### src/rtl/bsc_defs.vh
// Purpose: Shared constants of the boundary-scan chain tail and scan control block
// Assumes: 8-bit I/O register space with 6-bit addresses
// Notes:   Instruction codes are arbitrary local choices
`ifndef BSC_DEFS_VH
`define BSC_DEFS_VH

// I/O register addresses
`define BSC_CTRL_ADDR      6'h35
`define BSC_STAT_ADDR      6'h34

// Control register fields
`define BSC_DIS_BIT        7
`define BSC_PUD_BIT        4
`define BSC_VECTOR_TABLE_SELECT_BIT      1
`define BSC_VECTOR_CHANGE_ENABLE_BIT       0
`define BSC_CTRL_RESET     8'h00
`define BSC_CTRL_MASK      8'h93

// Status register fields
`define BSC_SRST_BIT       4
`define BSC_STAT_RESET     8'h00

// Timed double write window in system clock cycles
`define BSC_DIS_WINDOW     3'h4

// Chain geometry
`define BSC_CHAIN_LEN      97
`define BSC_PIN_COUNT      31
`define BSC_PIN_CELLS      93
`define BSC_CLK_EXT_POS    96
`define BSC_CLK_MAIN_POS   95
`define BSC_CLK_RC_POS     94
`define BSC_CLK_SLOW_POS   93

// Instruction register
`define BSC_IR_W           4
`define BSC_IR_EXTEST      4'h0
`define BSC_IR_SAMPLE      4'h2
`define BSC_IR_CORE_RESET  4'hC
`define BSC_IR_BYPASS      4'hF

`endif

### src/rtl/bsc_pin_sync.v
// Purpose: Three-stage synchroniser with agreement filter for pin inputs
// Assumes: Inputs are asynchronous to sys_clk
// Notes:   Output changes only when stages two and three agree
`timescale 1ns/1ps
`default_nettype none

module bsc_pin_sync #(
  parameter W = 8
) (
  // Clock and reset
  input  wire         sys_clk,
  input  wire         rst_n,
  // Raw and filtered levels
  input  wire [W-1:0] raw_in,
  output reg  [W-1:0] clean_out
);

  reg [W-1:0] stage1;
  reg [W-1:0] stage2;
  reg [W-1:0] stage3;

  // Stage one is read only by stage two
  always @(posedge sys_clk or negedge rst_n) begin
    if (!rst_n) begin
      stage1    <= {W{1'b0}};
      stage2    <= {W{1'b0}};
      stage3    <= {W{1'b0}};
      clean_out <= {W{1'b0}};
    end else begin
      stage1    <= raw_in;
      stage2    <= stage1;
      stage3    <= stage2;
      clean_out <= (stage2 & stage3) | (clean_out & (stage2 | stage3)); // Hold on disagreement
    end
  end

endmodule // bsc_pin_sync

`default_nettype wire

### src/rtl/bsc_scan_ctrl.v
// Purpose: Boundary-scan chain cells 96..0, test port controller and scan control registers
// Assumes: Test clock is sampled by sys_clk; CPU reaches registers over the I/O port
// Notes:   Test port is held in logic reset while disabled
//
// What this block does
// Three cells per pin: data, control, pull-up
// Cells 96..93 observe four clock sources
// Port active with fuse and disable bit clear
// Disable bit changes on double write within four
// Software leaves disable bit alone during debug
// Software sets disable bit when port unused
// Control register 0x35, bits 7,4,1,0, reset zero
// Status bit 4 set by scan-requested reset
// Scan reset flag cleared by power-on or zero write
// Cells capture, shift, update via test states
`timescale 1ns/1ps
`default_nettype none
`include "bsc_defs.vh"

module bsc_scan_ctrl (
  // Clock and power-on reset
  input  wire        sys_clk,
  input  wire        nrst,
  // CPU I/O register port
  input  wire [5:0]  io_addr,
  input  wire [7:0]  io_wdata,
  input  wire        io_we,
  input  wire        io_re,
  output reg  [7:0]  io_rdata,
  // Test access port pins
  input  wire        tck,
  input  wire        tms,
  input  wire        tdi,
  output reg         tdo,
  output wire        tdo_oe,
  input  wire        scan_port_fuse,
  // Observed clock sources
  input  wire        ext_clock_observe,
  input  wire        main_osc_observe,
  input  wire        rc_clock_observe,
  input  wire        slow_osc_observe,
  // Pin cells: pad level, core request and pad drive
  input  wire [30:0] pin_in,
  input  wire [30:0] core_out,
  input  wire [30:0] core_oe,
  input  wire [30:0] core_pue,
  output wire [30:0] pad_out,
  output wire [30:0] pad_oe,
  output wire [30:0] pad_pue,
  // Control outputs
  output wire        scan_port_active,
  output reg         core_reset_req,
  output wire        global_pullup_disable,
  output wire        vector_table_select,
  output wire        vector_change_enable
);

  // Test controller states
  localparam TLR = 4'h0, RTI = 4'h1, SDS = 4'h2, CDR = 4'h3, SDR = 4'h4, E1D = 4'h5,
             PDR = 4'h6, E2D = 4'h7, UDR = 4'h8, SIS = 4'h9, CIR = 4'hA, SIR = 4'hB,
             E1I = 4'hC, PIR = 4'hD, E2I = 4'hE, UIR = 4'hF;

  reg        rst_meta;
  reg        rst_n;
  wire [7:0] sync_q;
  reg        tck_q;
  reg  [3:0] tap_state;
  reg  [`BSC_IR_W-1:0] ir_shift;
  reg  [`BSC_IR_W-1:0] ir_active;
  reg  [`BSC_CHAIN_LEN-1:0] bs_shift;
  reg  [`BSC_PIN_CELLS-1:0] bs_update;
  reg        bypass_bit;
  reg        rst_shift;
  reg  [7:0] mcu_control;
  reg        scan_reset_flag;
  reg  [2:0] dis_window;
  reg        dis_pending_val;
  reg        next_tdo;
  wire       tck_s;
  wire       tms_s;
  wire       tdi_s;
  wire       fuse_s;
  wire       tck_rise;
  wire       tck_fall;
  wire       scan_port_disable;
  wire       extest_on;
  wire       ctrl_wr;
  wire       stat_wr;
  wire [`BSC_CHAIN_LEN-1:0] capture_vec;

  // Next test controller state from current state and mode select
  function [3:0] tap_next;
    input [3:0] st;
    input       m;
    begin
      case (st)
        TLR:     tap_next = m ? TLR : RTI;
        RTI:     tap_next = m ? SDS : RTI;
        SDS:     tap_next = m ? SIS : CDR;
        CDR:     tap_next = m ? E1D : SDR;
        SDR:     tap_next = m ? E1D : SDR;
        E1D:     tap_next = m ? UDR : PDR;
        PDR:     tap_next = m ? E2D : PDR;
        E2D:     tap_next = m ? UDR : SDR;
        UDR:     tap_next = m ? SDS : RTI;
        SIS:     tap_next = m ? TLR : CIR;
        CIR:     tap_next = m ? E1I : SIR;
        SIR:     tap_next = m ? E1I : SIR;
        E1I:     tap_next = m ? UIR : PIR;
        PIR:     tap_next = m ? E2I : PIR;
        E2I:     tap_next = m ? UIR : SIR;
        UIR:     tap_next = m ? SDS : RTI;
        default: tap_next = TLR;
      endcase
    end
  endfunction

  // Reset release through two flip-flops
  always @(posedge sys_clk or negedge nrst) begin
    if (!nrst) begin
      rst_meta <= 1'b0;
      rst_n    <= 1'b0;
    end else begin
      rst_meta <= 1'b1;
      rst_n    <= rst_meta;
    end
  end

  // Test port pins, fuse and clock observers pass the three-stage filter; pin_in is captured directly
  bsc_pin_sync #(
    .W (8)
  ) u_sync (
    .sys_clk   (sys_clk),
    .rst_n     (rst_n),
    .raw_in    ({slow_osc_observe, rc_clock_observe, main_osc_observe, ext_clock_observe,
                 scan_port_fuse, tdi, tms, tck}),
    .clean_out (sync_q)
  );

  assign tck_s  = sync_q[0];
  assign tms_s  = sync_q[1];
  assign tdi_s  = sync_q[2];
  assign fuse_s = sync_q[3];

  // Test clock edge detection
  always @(posedge sys_clk or negedge rst_n) begin
    if (!rst_n)
      tck_q <= 1'b0;
    else
      tck_q <= tck_s;
  end

  assign tck_rise = tck_s & ~tck_q;
  assign tck_fall = ~tck_s & tck_q;

  // Port enabled only with fuse programmed and disable bit clear
  assign scan_port_disable = mcu_control[`BSC_DIS_BIT];
  assign scan_port_active  = fuse_s & ~scan_port_disable;
  assign extest_on         = scan_port_active & (ir_active == `BSC_IR_EXTEST);

  // Capture values: clock observers on top, three cells per pin below
  assign capture_vec[`BSC_CLK_EXT_POS]  = sync_q[4];
  assign capture_vec[`BSC_CLK_MAIN_POS] = sync_q[5];
  assign capture_vec[`BSC_CLK_RC_POS]   = sync_q[6];
  assign capture_vec[`BSC_CLK_SLOW_POS] = sync_q[7];

  // Pin k uses cells 3k+2 data, 3k+1 control, 3k pull-up; pad mux per pin
  genvar k;
  generate
    for (k = 0; k < `BSC_PIN_COUNT; k = k + 1) begin : g_pin
      assign capture_vec[3*k+2] = pin_in[k];
      assign capture_vec[3*k+1] = core_oe[k];
      assign capture_vec[3*k]   = core_pue[k];
      assign pad_out[k] = extest_on ? bs_update[3*k+2] : core_out[k];
      assign pad_oe[k]  = extest_on ? bs_update[3*k+1] : core_oe[k];
      assign pad_pue[k] = extest_on ? bs_update[3*k]   : core_pue[k];
    end
  endgenerate

  // Test controller, instruction and data registers
  always @(posedge sys_clk or negedge rst_n) begin
    if (!rst_n) begin
      tap_state      <= TLR;
      ir_shift       <= `BSC_IR_BYPASS;
      ir_active      <= `BSC_IR_BYPASS;
      bs_shift       <= {`BSC_CHAIN_LEN{1'b0}};
      bs_update      <= {`BSC_PIN_CELLS{1'b0}};
      bypass_bit     <= 1'b0;
      rst_shift      <= 1'b0;
      core_reset_req <= 1'b0;
    end else if (!scan_port_active) begin
      tap_state      <= TLR;
      ir_active      <= `BSC_IR_BYPASS;
      core_reset_req <= 1'b0;
    end else if (tck_rise) begin
      tap_state <= tap_next(tap_state, tms_s);
      if (tap_state == TLR) begin
        ir_active      <= `BSC_IR_BYPASS;
        core_reset_req <= 1'b0;
      end
      case (tap_state)
        CIR: ir_shift <= {{(`BSC_IR_W-1){1'b0}}, 1'b1};
        SIR: ir_shift <= {tdi_s, ir_shift[`BSC_IR_W-1:1]};
        UIR: ir_active <= ir_shift;
        CDR: begin
          bypass_bit <= 1'b0;
          rst_shift  <= core_reset_req;
          if (ir_active == `BSC_IR_EXTEST || ir_active == `BSC_IR_SAMPLE)
            bs_shift <= capture_vec;
        end
        SDR: begin
          bypass_bit <= tdi_s;
          rst_shift  <= tdi_s;
          if (ir_active == `BSC_IR_EXTEST || ir_active == `BSC_IR_SAMPLE)
            bs_shift <= {tdi_s, bs_shift[`BSC_CHAIN_LEN-1:1]};
        end
        UDR: begin
          if (ir_active == `BSC_IR_EXTEST || ir_active == `BSC_IR_SAMPLE)
            bs_update <= bs_shift[`BSC_PIN_CELLS-1:0];
          if (ir_active == `BSC_IR_CORE_RESET)
            core_reset_req <= rst_shift;
        end
        default: ;
      endcase
    end
  end

  // Output bit of the selected register, changed on test clock falling edge
  always @* begin
    next_tdo = bypass_bit;
    if (tap_state == SIR)
      next_tdo = ir_shift[0];
    else if (ir_active == `BSC_IR_EXTEST || ir_active == `BSC_IR_SAMPLE)
      next_tdo = bs_shift[0];
    else if (ir_active == `BSC_IR_CORE_RESET)
      next_tdo = rst_shift;
  end

  always @(posedge sys_clk or negedge rst_n) begin
    if (!rst_n)
      tdo <= 1'b0;
    else if (tck_fall)
      tdo <= next_tdo;
  end

  assign tdo_oe = scan_port_active & (tap_state == SDR || tap_state == SIR);

  // Register write decode
  assign ctrl_wr = io_we & (io_addr == `BSC_CTRL_ADDR);
  assign stat_wr = io_we & (io_addr == `BSC_STAT_ADDR);

  // Control register with timed double write on the disable bit
  always @(posedge sys_clk or negedge rst_n) begin
    if (!rst_n) begin
      mcu_control     <= `BSC_CTRL_RESET;
      dis_window      <= 3'h0;
      dis_pending_val <= 1'b0;
    end else begin
      if (dis_window != 3'h0)
        dis_window <= dis_window - 3'h1;
      if (ctrl_wr) begin
        mcu_control[`BSC_PUD_BIT]   <= io_wdata[`BSC_PUD_BIT];
        mcu_control[`BSC_VECTOR_TABLE_SELECT_BIT] <= io_wdata[`BSC_VECTOR_TABLE_SELECT_BIT];
        mcu_control[`BSC_VECTOR_CHANGE_ENABLE_BIT]  <= io_wdata[`BSC_VECTOR_CHANGE_ENABLE_BIT];
        if (dis_window != 3'h0 && dis_pending_val == io_wdata[`BSC_DIS_BIT]) begin
          mcu_control[`BSC_DIS_BIT] <= io_wdata[`BSC_DIS_BIT];
          dis_window <= 3'h0;
        end else begin
          dis_pending_val <= io_wdata[`BSC_DIS_BIT];
          dis_window      <= `BSC_DIS_WINDOW;
        end
      end
    end
  end

  // Scan reset flag: set wins over software clear, power-on clears
  always @(posedge sys_clk or negedge rst_n) begin
    if (!rst_n)
      scan_reset_flag <= 1'b0;
    else if (core_reset_req)
      scan_reset_flag <= 1'b1;
    else if (stat_wr && !io_wdata[`BSC_SRST_BIT])
      scan_reset_flag <= 1'b0;
  end

  // Read data, one cycle after the read strobe
  always @(posedge sys_clk or negedge rst_n) begin
    if (!rst_n)
      io_rdata <= 8'h00;
    else if (io_re) begin
      if (io_addr == `BSC_CTRL_ADDR)
        io_rdata <= mcu_control & `BSC_CTRL_MASK;
      else if (io_addr == `BSC_STAT_ADDR)
        io_rdata <= `BSC_STAT_RESET | ({7'h00, scan_reset_flag} << `BSC_SRST_BIT);
      else
        io_rdata <= 8'h00;
    end
  end

  assign global_pullup_disable = mcu_control[`BSC_PUD_BIT];
  assign vector_table_select   = mcu_control[`BSC_VECTOR_TABLE_SELECT_BIT];
  assign vector_change_enable  = mcu_control[`BSC_VECTOR_CHANGE_ENABLE_BIT];

endmodule // bsc_scan_ctrl

`default_nettype wire

### config.mk
export PLATFORM = sky130hd
export DESIGN_NAME = bsc_scan_ctrl
export DESIGN_NICKNAME = d
export VERILOG_FILES = /design/src/rtl/bsc_pin_sync.v /design/src/rtl/bsc_scan_ctrl.v
export VERILOG_INCLUDE_DIRS = /design/src /design/src/rtl
export SDC_FILE = /design/constraint.sdc
export NUM_CORES = 1
export LEC_CHECK = 0
export BUFFER_PORTS_ARGS = -buffer_cell sky130_fd_sc_hd__buf_2
export CAP_MARGIN = 25
export CORE_AREA = 2 2 186 188
export CTS_CLUSTER_DIAMETER = 150
export CTS_CLUSTER_SIZE = 16
export DETAILED_ROUTE_END_ITERATION = 16
export DIE_AREA = 0 0 188 190
export PLACE_DENSITY = 0.6
export RECOVER_POWER = 100
export SYNTH_ARGS = -nofsm -noshare
export SYNTH_HDL_FRONTEND = slang
export SYNTH_SLANG_ARGS = --single-unit
### constraint.sdc
create_clock -name sys_clk -period 15.85 [get_ports sys_clk]
set_input_delay 2.3775 -clock sys_clk [delete_from_list [all_inputs] [get_ports sys_clk]]
set_output_delay 2.3775 -clock sys_clk [all_outputs]
set_load 0.03 [all_outputs]
==> results of run 1 <==
how the worst min path moves through the flow:
stage	end	slack (ns)	cells past startpoint
after global routing	u_sync.stage2[0]	0.36	0
after detailed placement	u_sync.stage2[5]	0.34	0
after floorplan	rst_n	0.33	0
after CTS	rst_n	0.35	0
after global placement	u_sync.stage2[4]	0.33	0
final	rst_n	0.35	0
layer usage:
layer  GRT usage  part of all wire  up-vias
li1            -                 -     3814
met2       0.235              0.45      216
met4      0.0373             0.021        4
met5           0            0.0010        -
met3      0.0406             0.074       39
met1       0.199              0.45     3928
layout make-up:
cell class | count | area share
Antenna cell | 3 | 0.000553
Clock buffer | 26 | 0.0377
Inverter | 13 | 0.00359
Multi-Input combinational cell | 628 | 0.361
Sequential cell | 254 | 0.469
Tap cell | 455 | 0.0419
Timing Repair Buffer | 260 | 0.0866
synthesized netlist by cell type, types with 8 or more instances:
cell type,instances
clkbuf_1,21
buf_2,35
o21ai_0,8
nand3_1,8
nand2_1,13
a21oi_1,115
nor2_1,111
inv_1,13
dfrtp_1,246
maj3_1,8
dfstp_2,8
mux2i_1,98
mux2_2,191
buf_4,11
cells by family (layout without fill, tap and decap cells):
kind of cell | after synthesis | in the layout | share of synthesized area
mux | 289 | 289 | 0.269
flops | 254 | 254 | 0.547
simple gates | 169 | 169 | 0.0645
compound gates | 152 | 152 | 0.0744
buf+inv | 81 | 299 | 0.0334
fa+ha+maj | 10 | 10 | 0.00903
xor+xnor | 3 | 3 | 0.00226
other cells | 2 | 8 | 0.000645
flip-flops by register name, summed over array words and instances (netlist names), 3 cells and up:
register	flops
dis_window	3
io_rdata	4
u_sync.stage3	8
ir_shift	4
u_sync.stage2	8
u_sync.stage1	8
bs_update	93
u_sync.clean_out	8
bs_shift	97
tap_state	4
ir_active	4
stage by stage:
stage | utilization | hold WS (ns)
6_report | 0.400 | 0.350
2_1_floorplan | - | 0.331
5_1_grt | 0.400 | 0.361
3_3_place_gp | 0.390 | 0.333
4_1_cts | 0.405 | 0.353
3_5_place_dp | 0.390 | 0.336
worst max-delay path, delay by kind of cell, from the launching register on:
kind / cells / cell delay [ns]
flip-flops: 1 / 0.45
AND/OR/NAND/NOR: 3 / 2.04
buffers and inverters: 2 / 2.82
multiplexers: 1 / 0.50
power by group:
group	internal, uW	switching [uW]	leakage [uW]
Combinational	47.6	78.7	0.00253
Clock	224	225	0.000248
Sequential	660	11.9	0.00294
Total	931	316	0.00571
==> impl_results.md, run 1 <==
* R2r endpoint: bs_shift[49]
* Synth-to-layout area growth at 16.6%
* Pre-CTS setup slack at 10.29 ns
* Total track usage at 0.148
* Final ANT Viol Nets at 0
* Cell count after placement at around 1.6k
* Die Y at approximately 190 um
* Setup crit end kind: primary output
* Via/cell ratio at ~5
* Crit start category: flop
* HPWL after DPL at between 15,000 and 20,000 um
* Worst-Margin Slew at between 4 and 5 ns
* Status: finished, violations left
* MaxCap Viol Count at 10
* Clock net sink count at ~250
* Hold Crit Class: flop to flop
* Drt wl/cell at 16.2 um
* Tmin final at roughly 8.8 ns
* Synth Cell Area at 11,600 um^2
* Required @ worst endpoint at approximately 13 ns
* Clk slew on worst S/H paths at 0.08 ns
* Area of the die at about 36,000 um^2
* Worst Setup SP: scan_port_disable
* Slew headroom at -1.71
* First-pass GRT wire length at 43,100 um
* Synth Instances at 960
* PwrDens at about 90 nW/um^2
* Peak VDD IR at about 0.000062 V
* CP max FO at 55
* Row Count at 68
* Initial DRC Count at 260
* Share of cells above drive strength 1 at 0.313
* CTS buffer count at 19
* Area leader, netlist: dfrtp_1
* Unrepaired setup endpoints after global routing: false
* Max Transition Viols Final at about 550
* Final instance area at between 10,000 and 15,000 um^2
* Reg-to-reg startpoint: tap_state[0]
* Number of synthesized flops with an enable pin at 0
* DRC Markers at 0
* Setup bufs post-CTS at 0
* Number of non-filler instances in the completed layout at around 1.6k
* Fin Setup TNS at 0 ns
* Post-synth top flop: dfrtp_1
* CTS max path bufs at 3
* Final period util at 0.554
* Crit path DAT at 6.40 ns
* Final setup viols at 0
* Crit-path cells: nand2b_1, nor2_1, nand2_1, clkbuf_1, mux2_2, clkbuf_1
* Initial Util at 0.343
* CP peak stage delay at around 2.4 ns
* Slowest-stage cell, CP: clkbuf_1
* Leak pwr at approximately 0.0057 uW
* Top-area cell type share of the netlist area at 0.529
* Sequential area share after synthesis at 0.547
* Largest net degree at the start of global routing at 85
* Final Skew at ~0.0096 ns
* Vias post-DR at around 8k
* HP Start: rst_meta
* Most frequent cells in the layout: dfrtp_1 (246), mux2_2 (186), buf_2 (151), a21oi_1 (115), clkbuf_1 (112)
* Setup ws final at between 7 and 8 ns
* FF/Latch Area at 6370 um^2
* Most common cell after layout, fill and taps aside: dfrtp_1
* Failing checks: capacitance limit, slew limit
* Number of I/O port buffers at 249
* Synth area leaders: dfrtp_1 (53%), mux2_2 (18%), mux2i_1 (8.4%)
* Synth cell types at 52
* CTS tree: built
* Fraction of registers with async set/reset at 1.00
* Die width at between 150 and 200 um
* Multi-input gate area at approximately 5000 um^2
* Post_cts resized at 0
* I/O pin cnt at between 200 and 300
* 1st-pass router iterations at 4
* Syn Area/Cell at about 12 um^2
* Crit path to: pad_out[2]
* Pwr Total at 1250 uW
* CTS root buf: clkbuf_16
* Grt total ovfl at 0
* Clk Latency, worst-skew pair at around 0.50 ns
* Vias in the first global route at slightly above 8k
* Final hold vios at 0
* CP dominant cell by count: clkbuf_1
* Fill cells at between 3k and 4k
* Core area at roughly 34,000 um^2
* Highest clock rate at ~110 MHz
* Yosys Warn Count at 0
* FF-to-FF path depth at 6
* Hold Buf Count CTS at 0
* Final WL at around 27,000 um
* Post-placement cell area at roughly 13,000 um^2
* Synth Register Bits at 254
* R2R setup slack at approximately 8.4 ns
* CTS H-tree depth at 1
* Placer Congestion at roughly 0.74
* WS Path Type: flop to primary output
* NumNets Final at 1,328
* Initial antenna violation count at 4
Power figures use the tool's default switching activity.
==> run 2, diff against run 1 <==
Settings changed: PLACE_DENSITY 0.6 to 0.62.
Clock period 15.85 ns to 7.19 ns, I/O delays scaled along.
==> impl_results.md, run 2 (synthesized netlist as in run 1, its figures left out) <==
* Status: finished, violations left
* Failing checks: capacitance limit, slew limit
* Crit path DAT at 4.17 ns (-2.23 ns)
* Initial antenna violation count at 1 (-3)
* Tmin final at approximately 5.2 ns
* Die Y at 190 um (unchanged)
* HPWL after DPL at 16,900 um (-2.5%)
* Met2 layer usage reported by global route at 0.225 (-0.0104)
* Post_cts resized at 0 (unchanged)
* Fin Setup TNS at 0 ns (unchanged)
* PwrDens at 202 nW/um^2 (+120%)
* Clock net sink count at 254 (unchanged)
* Crit path to: pad_pue[12]
* Final Skew at 0.00735 ns (-0.00224 ns)
* Final setup viols at 0 (unchanged)
* Max Transition Viols Final at 199 (-64%)
* I/O pin cnt at 258 (unchanged)
* Setup crit end kind: primary output
* Required @ worst endpoint at 6.11 ns (-7.36 ns)
* Via/cell ratio at 4.87 (-0.32%)
* Reg-to-reg startpoint: tap_state[0]
* R2r endpoint: bs_shift[65]
* FF-to-FF path depth at 4 (-2)
* DRC Markers at 0 (unchanged)
* CTS tree: built
* Fill cells at 3,330 (-0.83%)
* Die width at 188 um (unchanged)
* Initial Util at 0.343 (unchanged)
* Total track usage at 0.142 (-0.00551)
* Row Count at 68 (unchanged)
* CTS H-tree depth at 1 (unchanged)
* Drt wl/cell at 15.7 um (-3.0%)
* Most frequent cells in the layout: dfrtp_1 (246), mux2_2 (191), buf_2 (146), a21oi_1 (115), nor2_1 (111)
* Largest registers: bs_shift: 97 flops, bs_update: 93 flops
* Worst-Margin Slew at 4.30 ns (+0.244 ns)
* R2R setup slack at 2.03 ns (-6.34 ns)
* CTS max path bufs at 3 (unchanged)
* MaxCap Viol Count at 3 (-7)
* Register with the most flip-flops: bs_shift
* Vias in the first global route at 7,906 (-1.8%)
* Largest register FFs at 97 (unchanged)
* Area of the die at 35,700 um^2 (unchanged)
* Share of cells above drive strength 1 at 0.317 (+0.00419)
* Highest clock rate at 191 MHz
* GRT met1 Usage at 0.192 (-0.00697)
* Final WL at 25,700 um (-3.1%)
* Worst Setup SP: scan_port_disable
* NumNets Final at 1,325 (-0.23%)
* Met3 Usage GRT at 0.0400 (-0.000553)
* Vias post-DR at 7,966 (-0.44%)
* Placer Congestion at 0.771 (+4.7%)
* Grt total ovfl at 0 (unchanged)
* Most common cell after layout, fill and taps aside: dfrtp_1
* Crit start category: flop
* 1st-pass router iterations at 4 (unchanged)
* Slew headroom at -1.87 (-0.163)
* CP max FO at 64 (+16%)
* WS Path Type: flop to primary output
* Leak pwr at 0.00571 uW (about the same)
* Hold Buf Count CTS at 0 (unchanged)
* Largest net degree at the start of global routing at 130 (+53%)
* Synth-to-layout area growth at 16.7% (about the same)
* Peak VDD IR at 0.000127 V (+100%)
* Final hold vios at 0 (unchanged)
* First-pass GRT wire length at 41,800 um (-3.1%)
* Hold Crit Class: flop to flop
* Number of I/O port buffers at 249 (unchanged)
* Final period util at 0.730
* Fin util at 0.400 (about the same)
* Setup bufs post-CTS at 0 (unchanged)
* Unrepaired setup endpoints after global routing: false
* Final ANT Viol Nets at 0 (unchanged)
* Clk Latency, worst-skew pair at 0.50 ns (about the same)
* Clk slew on worst S/H paths at 0.07 ns (about the same)
* Initial DRC Count at 357 (+37%)
* CTS buffer count at 19 (unchanged)
* Core area at 33,900 um^2 (unchanged)
* CTS root buf: clkbuf_16
* GR peak layer: met2
==> run 2: per-stage QoR <==
step / hold WS (ns) / std cells / worst slack (ns) / cell area (um^2) / power, uW
global placement: 0.333 / 1607 / 3.16 / 13200 / 1790
floorplan: 0.331 / 963 / 3.03 / 11700 / 1700
finish: 0.353 / 1637 / 1.94 / 13600 / 2740
CTS: 0.328 / 1633 / 2.58 / 13700 / 2800
global route: 0.351 / 1633 / 1.50 / 13600 / 2880
detailed placement: 0.337 / 1607 / 3.14 / 13200 / 1800
==> run 2: routing by layer <==
| metal | part of all wire | wire length [um] |
|---|---|---|
| met5 | 0.00051 | 13 |
| met4 | 0.019 | 487 |
| met2 | 0.46 | 11700 |
| met1 | 0.45 | 11600 |
| met3 | 0.073 | 1870 |
==> run 2: final cells by class <==
cell class | instances | area (um^2) | area share
repair buffers | 257 | 1180 | 0.0871
inverters | 13 | 48.8 | 0.00359
well taps | 455 | 569 | 0.0419
clock buffers | 26 | 512 | 0.0377
flip-flops and latches | 254 | 6370 | 0.469
diodes | 4 | 10.0 | 0.000737
multi-input cells | 628 | 4900 | 0.360
==> run 2: worst min-delay path by stage <==
stage                startpoint          endpoint  slack, ns  depth (start not counted)
3_5_place_dp   u_sync.stage1[0]  u_sync.stage2[0]       0.34                          0
5_1_grt                    nrst          rst_meta       0.35                          1
2_1_floorplan          rst_meta             rst_n       0.33                          0
3_3_place_gp   u_sync.stage1[4]  u_sync.stage2[4]       0.33                          0
6_report       u_sync.stage1[0]  u_sync.stage2[0]       0.35                          0
4_1_cts                    nrst             rst_n       0.33                          1
==> run 2: worst max-delay path, stage by stage, from the launching register on <==
cell	delay [ns]
dfrtp_1	0.43
nand2b_1	0.54
nor2_1	0.13
nand2_1	1.05
buf_4	0.85
mux2_2	0.41
clkbuf_1	0.22
==> run 2: where the power goes <==
part | total, uW | internal (uW) | switching [uW]
Combinational | 279 | 106 | 173
Clock | 979 | 493 | 487
Sequential | 1480 | 1450 | 26.4
Total | 2740 | 2050 | 686
==> run 3, diff against run 2 <==
Settings changed: ABC_AREA set to 1, CORE_AREA 2 2 186 188 to 2 2 187 189, DIE_AREA 0 0 188 190 to 0 0 189 191.
Clock period 7.19 ns to 4.3 ns, I/O delays scaled along.
==> impl_results.md, run 3 <==
* Vias in the first global route at 8,823 (+12%)
* Synth cell types at 33 (-37%)
* Reg-to-reg startpoint: tap_state[0]
* Syn Area/Cell at 8.97 um^2 (-26%)
* Number of I/O port buffers at 249 (unchanged)
* Yosys Warn Count at 0 (unchanged)
* Required @ worst endpoint at 3.65 ns (-2.46 ns)
* Highest clock rate at roughly 280 MHz
* I/O pin cnt at 258 (unchanged)
* Clock net sink count at 254 (unchanged)
* Crit path DAT at 2.91 ns (-1.26 ns)
* NumNets Final at 1,676 (+26%)
* CTS tree: built
* Synth Cell Area at 11,800 um^2 (+1.7%)
* Worst-Margin Slew at 2.64 ns (-1.67 ns)
* Post-synth top cells: nand2_1 (364), dfrtp_1 (246), o21ai_0 (244)
* Synth-to-layout area growth at 15.6%
* Synth Instances at 1,320 (+38%)
* Die Y at 191 um (+0.53%)
* Area of the die at 36,100 um^2 (+1.1%)
* Via/cell ratio at 4.61 (-5.2%)
* Placer Congestion at 0.821 (+6.5%)
* MaxCap Viol Count at 2 (-1)
* Pre-CTS setup slack at 1.45 ns (-1.69 ns)
* Clk slew on worst S/H paths at 0.07 ns (about the same)
* Number of synthesized flops with an enable pin at 0 (unchanged)
* Failing checks: capacitance limit, slew limit
* FF-to-FF path depth at 4 (unchanged)
* Synth area leaders: dfrtp_1 (52%), nand2_1 (12%), o21ai_0 (10%)
* DRC Markers at 0 (unchanged)
* CTS H-tree depth at 1 (unchanged)
* CTS root buf: clkbuf_16
* Die width at 189 um (+0.53%)
* Total track usage at 0.147 (+0.00477)
* WS Path Type: flop to primary output
* Largest register FFs at 97 (unchanged)
* Setup bufs post-CTS at 0 (unchanged)
* Max Transition Viols Final at 165 (-17%)
* Pwr Total at 4630 uW (+69%)
* PwrDens at 338 nW/um^2 (+68%)
* Leak pwr at 0.00680 uW (+19%)
* Post-synth top flop: dfrtp_1
* Fraction of registers with async set/reset at 1.00 (unchanged)
* R2r endpoint: bs_update[64]
* Tmin final at about 3.6 ns
* Hold Crit Class: primary input to flop
* Final Skew at 0.0158 ns (+0.00847 ns)
* Final WL at 26,700 um (+3.9%)
* Crit-path cells: inv_2, nand2_2, inv_1, nand3_4, buf_12, mux2_2, clkbuf_1
* Core area at 34,100 um^2 (+0.50%)
* Grt total ovfl at 0 (unchanged)
* CTS max path bufs at 3 (unchanged)
* CP Buf/Inv Count at 4 (+2)
* Final period util at 0.827
* Fin Setup TNS at 0 ns (unchanged)
* Initial Util at 0.347 (+0.00408)
* Initial DRC Count at 442 (+24%)
* Row Count at 68 (unchanged)
* Vias post-DR at 9,153 (+15%)
* Worst Setup SP: scan_port_disable
* Crit path to: pad_pue[1]
* Slowest-stage cell, CP: nand3_4
* Setup ws final at 0.744 ns (-1.20 ns)
* CP max FO at 55 (-14%)
* Area leader, netlist: dfrtp_1
* Top-area cell type share of the netlist area at 0.520 (-0.00883)
* Final ANT Viol Nets at 0 (unchanged)
* Drt wl/cell at 13.5 um (-14%)
* Critical Path Stages at 7 (+1)
* 1st-pass router iterations at 5 (+1)
* Count leader, synth: nand2_1
* Register with the most flip-flops: bs_shift
* Clk Latency, worst-skew pair at 0.51 ns (about the same)
* Synth Register Bits at 254 (unchanged)
* Largest net degree at the start of global routing at 119 (-8.5%)
* First-pass GRT wire length at 44,100 um (+5.5%)
* Share of cells above drive strength 1 at 0.188 (-0.129)
* Setup crit end kind: primary output
* Sequential area share after synthesis at 0.538 (-0.00913)
* Final hold vios at 0 (unchanged)
* R2R setup slack at 0.93 ns (-1.10 ns)
* CP peak stage delay at 0.55 ns (-0.50 ns)
* Unrepaired setup endpoints after global routing: false
* Most frequent cells in the layout: nand2_1 (366), o21ai_0 (304), dfrtp_1 (246), buf_2 (151), inv_1 (135)
* Slew headroom at -0.758 (+1.11)
* Status: finished, violations left
* Crit start category: flop
* CTS buffer count at 19 (unchanged)
* HPWL after DPL at 17,700 um (+4.2%)
* Largest registers: bs_shift: 97 flops, bs_update: 93 flops
* Crit-path leading delay family: buffers and inverters
* Most common cell after layout, fill and taps aside: nand2_1
* Peak VDD IR at 0.000229 V (+80%)
* Final setup viols at 0 (unchanged)
* Initial antenna violation count at 1 (unchanged)
==> run 3: cell types whose count changed in the layout (fill, tap and decap cells not counted), moves of 5 or more <==
cell | before | now
nand2b_1 | 5 | 0
nor2_1 | 111 | 25
nand3_1 | 8 | 19
o21ai_0 | 8 | 304
a21oi_1 | 115 | 4
buf_2 | 146 | 151
inv_1 | 13 | 135
nand2_1 | 13 | 366
nor2b_1 | 7 | 0
mux2i_1 | 98 | 0
mux2_2 | 191 | 89
clkbuf_1 | 110 | 105
==> run 3: worst min path at each step <==
stage          cells after the start  slack (ns)             start                to
2_1_floorplan                      0        0.33          rst_meta             rst_n
3_3_place_gp                       0        0.33  u_sync.stage1[5]  u_sync.stage2[5]
3_5_place_dp                       0        0.33  u_sync.stage1[2]  u_sync.stage2[2]
4_1_cts                            1        0.21               tms  u_sync.stage1[1]
5_1_grt                            1        0.21    scan_port_fuse  u_sync.stage1[3]
6_report                           1        0.24    scan_port_fuse  u_sync.stage1[3]
==> run 3: timing repair <==
item	CTS	global route
endpoints found under the hold margin	2	0
endpoints found under the setup margin	0	0
resized for setup	0	0
hold buffers	1	0
==> run 3: final cells by class <==
| class | count | area, um^2 |
|---|---|---|
| Antenna cell | 1 | 2.50 |
| Clock buffer | 26 | 512 |
| Fill cell | 3522 | 20400 |
| Inverter | 138 | 523 |
| Multi-Input combinational cell | 852 | 4480 |
| Sequential cell | 254 | 6370 |
| Tap cell | 455 | 569 |
| Timing Repair Buffer | 259 | 1240 |
==> run 3: layer usage <==
layer  track usage  wire [um]
met1         0.208      12700
met2         0.231      11700
met3        0.0281       1770
met4        0.0367        520
met5             0          7
==> run 3: through the flow <==
step | instance area [um^2] | hold slack (ns) | util | instances
6_report | 13700 | 0.243 | 0.401 | 1985
5_1_grt | 13700 | 0.213 | 0.401 | 1984
4_1_cts | 13900 | 0.210 | 0.406 | 1984
3_5_place_dp | 13300 | 0.335 | 0.391 | 1957
3_3_place_gp | 13300 | 0.333 | 0.391 | 1957
2_1_floorplan | 11900 | 0.331 | - | 1323
==> run 3: cells by family (layout without fill, tap and decap cells) <==
| group | Yosys count | after routing | synth area share |
|---|---|---|---|
| other cells | 2 | 6 | 0.000634 |
| xor+xnor | 2 | 2 | 0.00148 |
| simple gates | 424 | 424 | 0.142 |
| compound gates | 318 | 318 | 0.136 |
| mux | 93 | 93 | 0.0884 |
| buf+inv | 217 | 423 | 0.0850 |
| flops | 254 | 254 | 0.538 |
| fa+ha+maj | 10 | 10 | 0.00888 |
==> run 3: where the power goes <==
| group | internal [uW] | total [uW] | switching (uW) |
|---|---|---|---|
| Sequential | 2440 | 2490 | 44.2 |
| Combinational | 173 | 482 | 308 |
| Clock | 825 | 1660 | 837 |
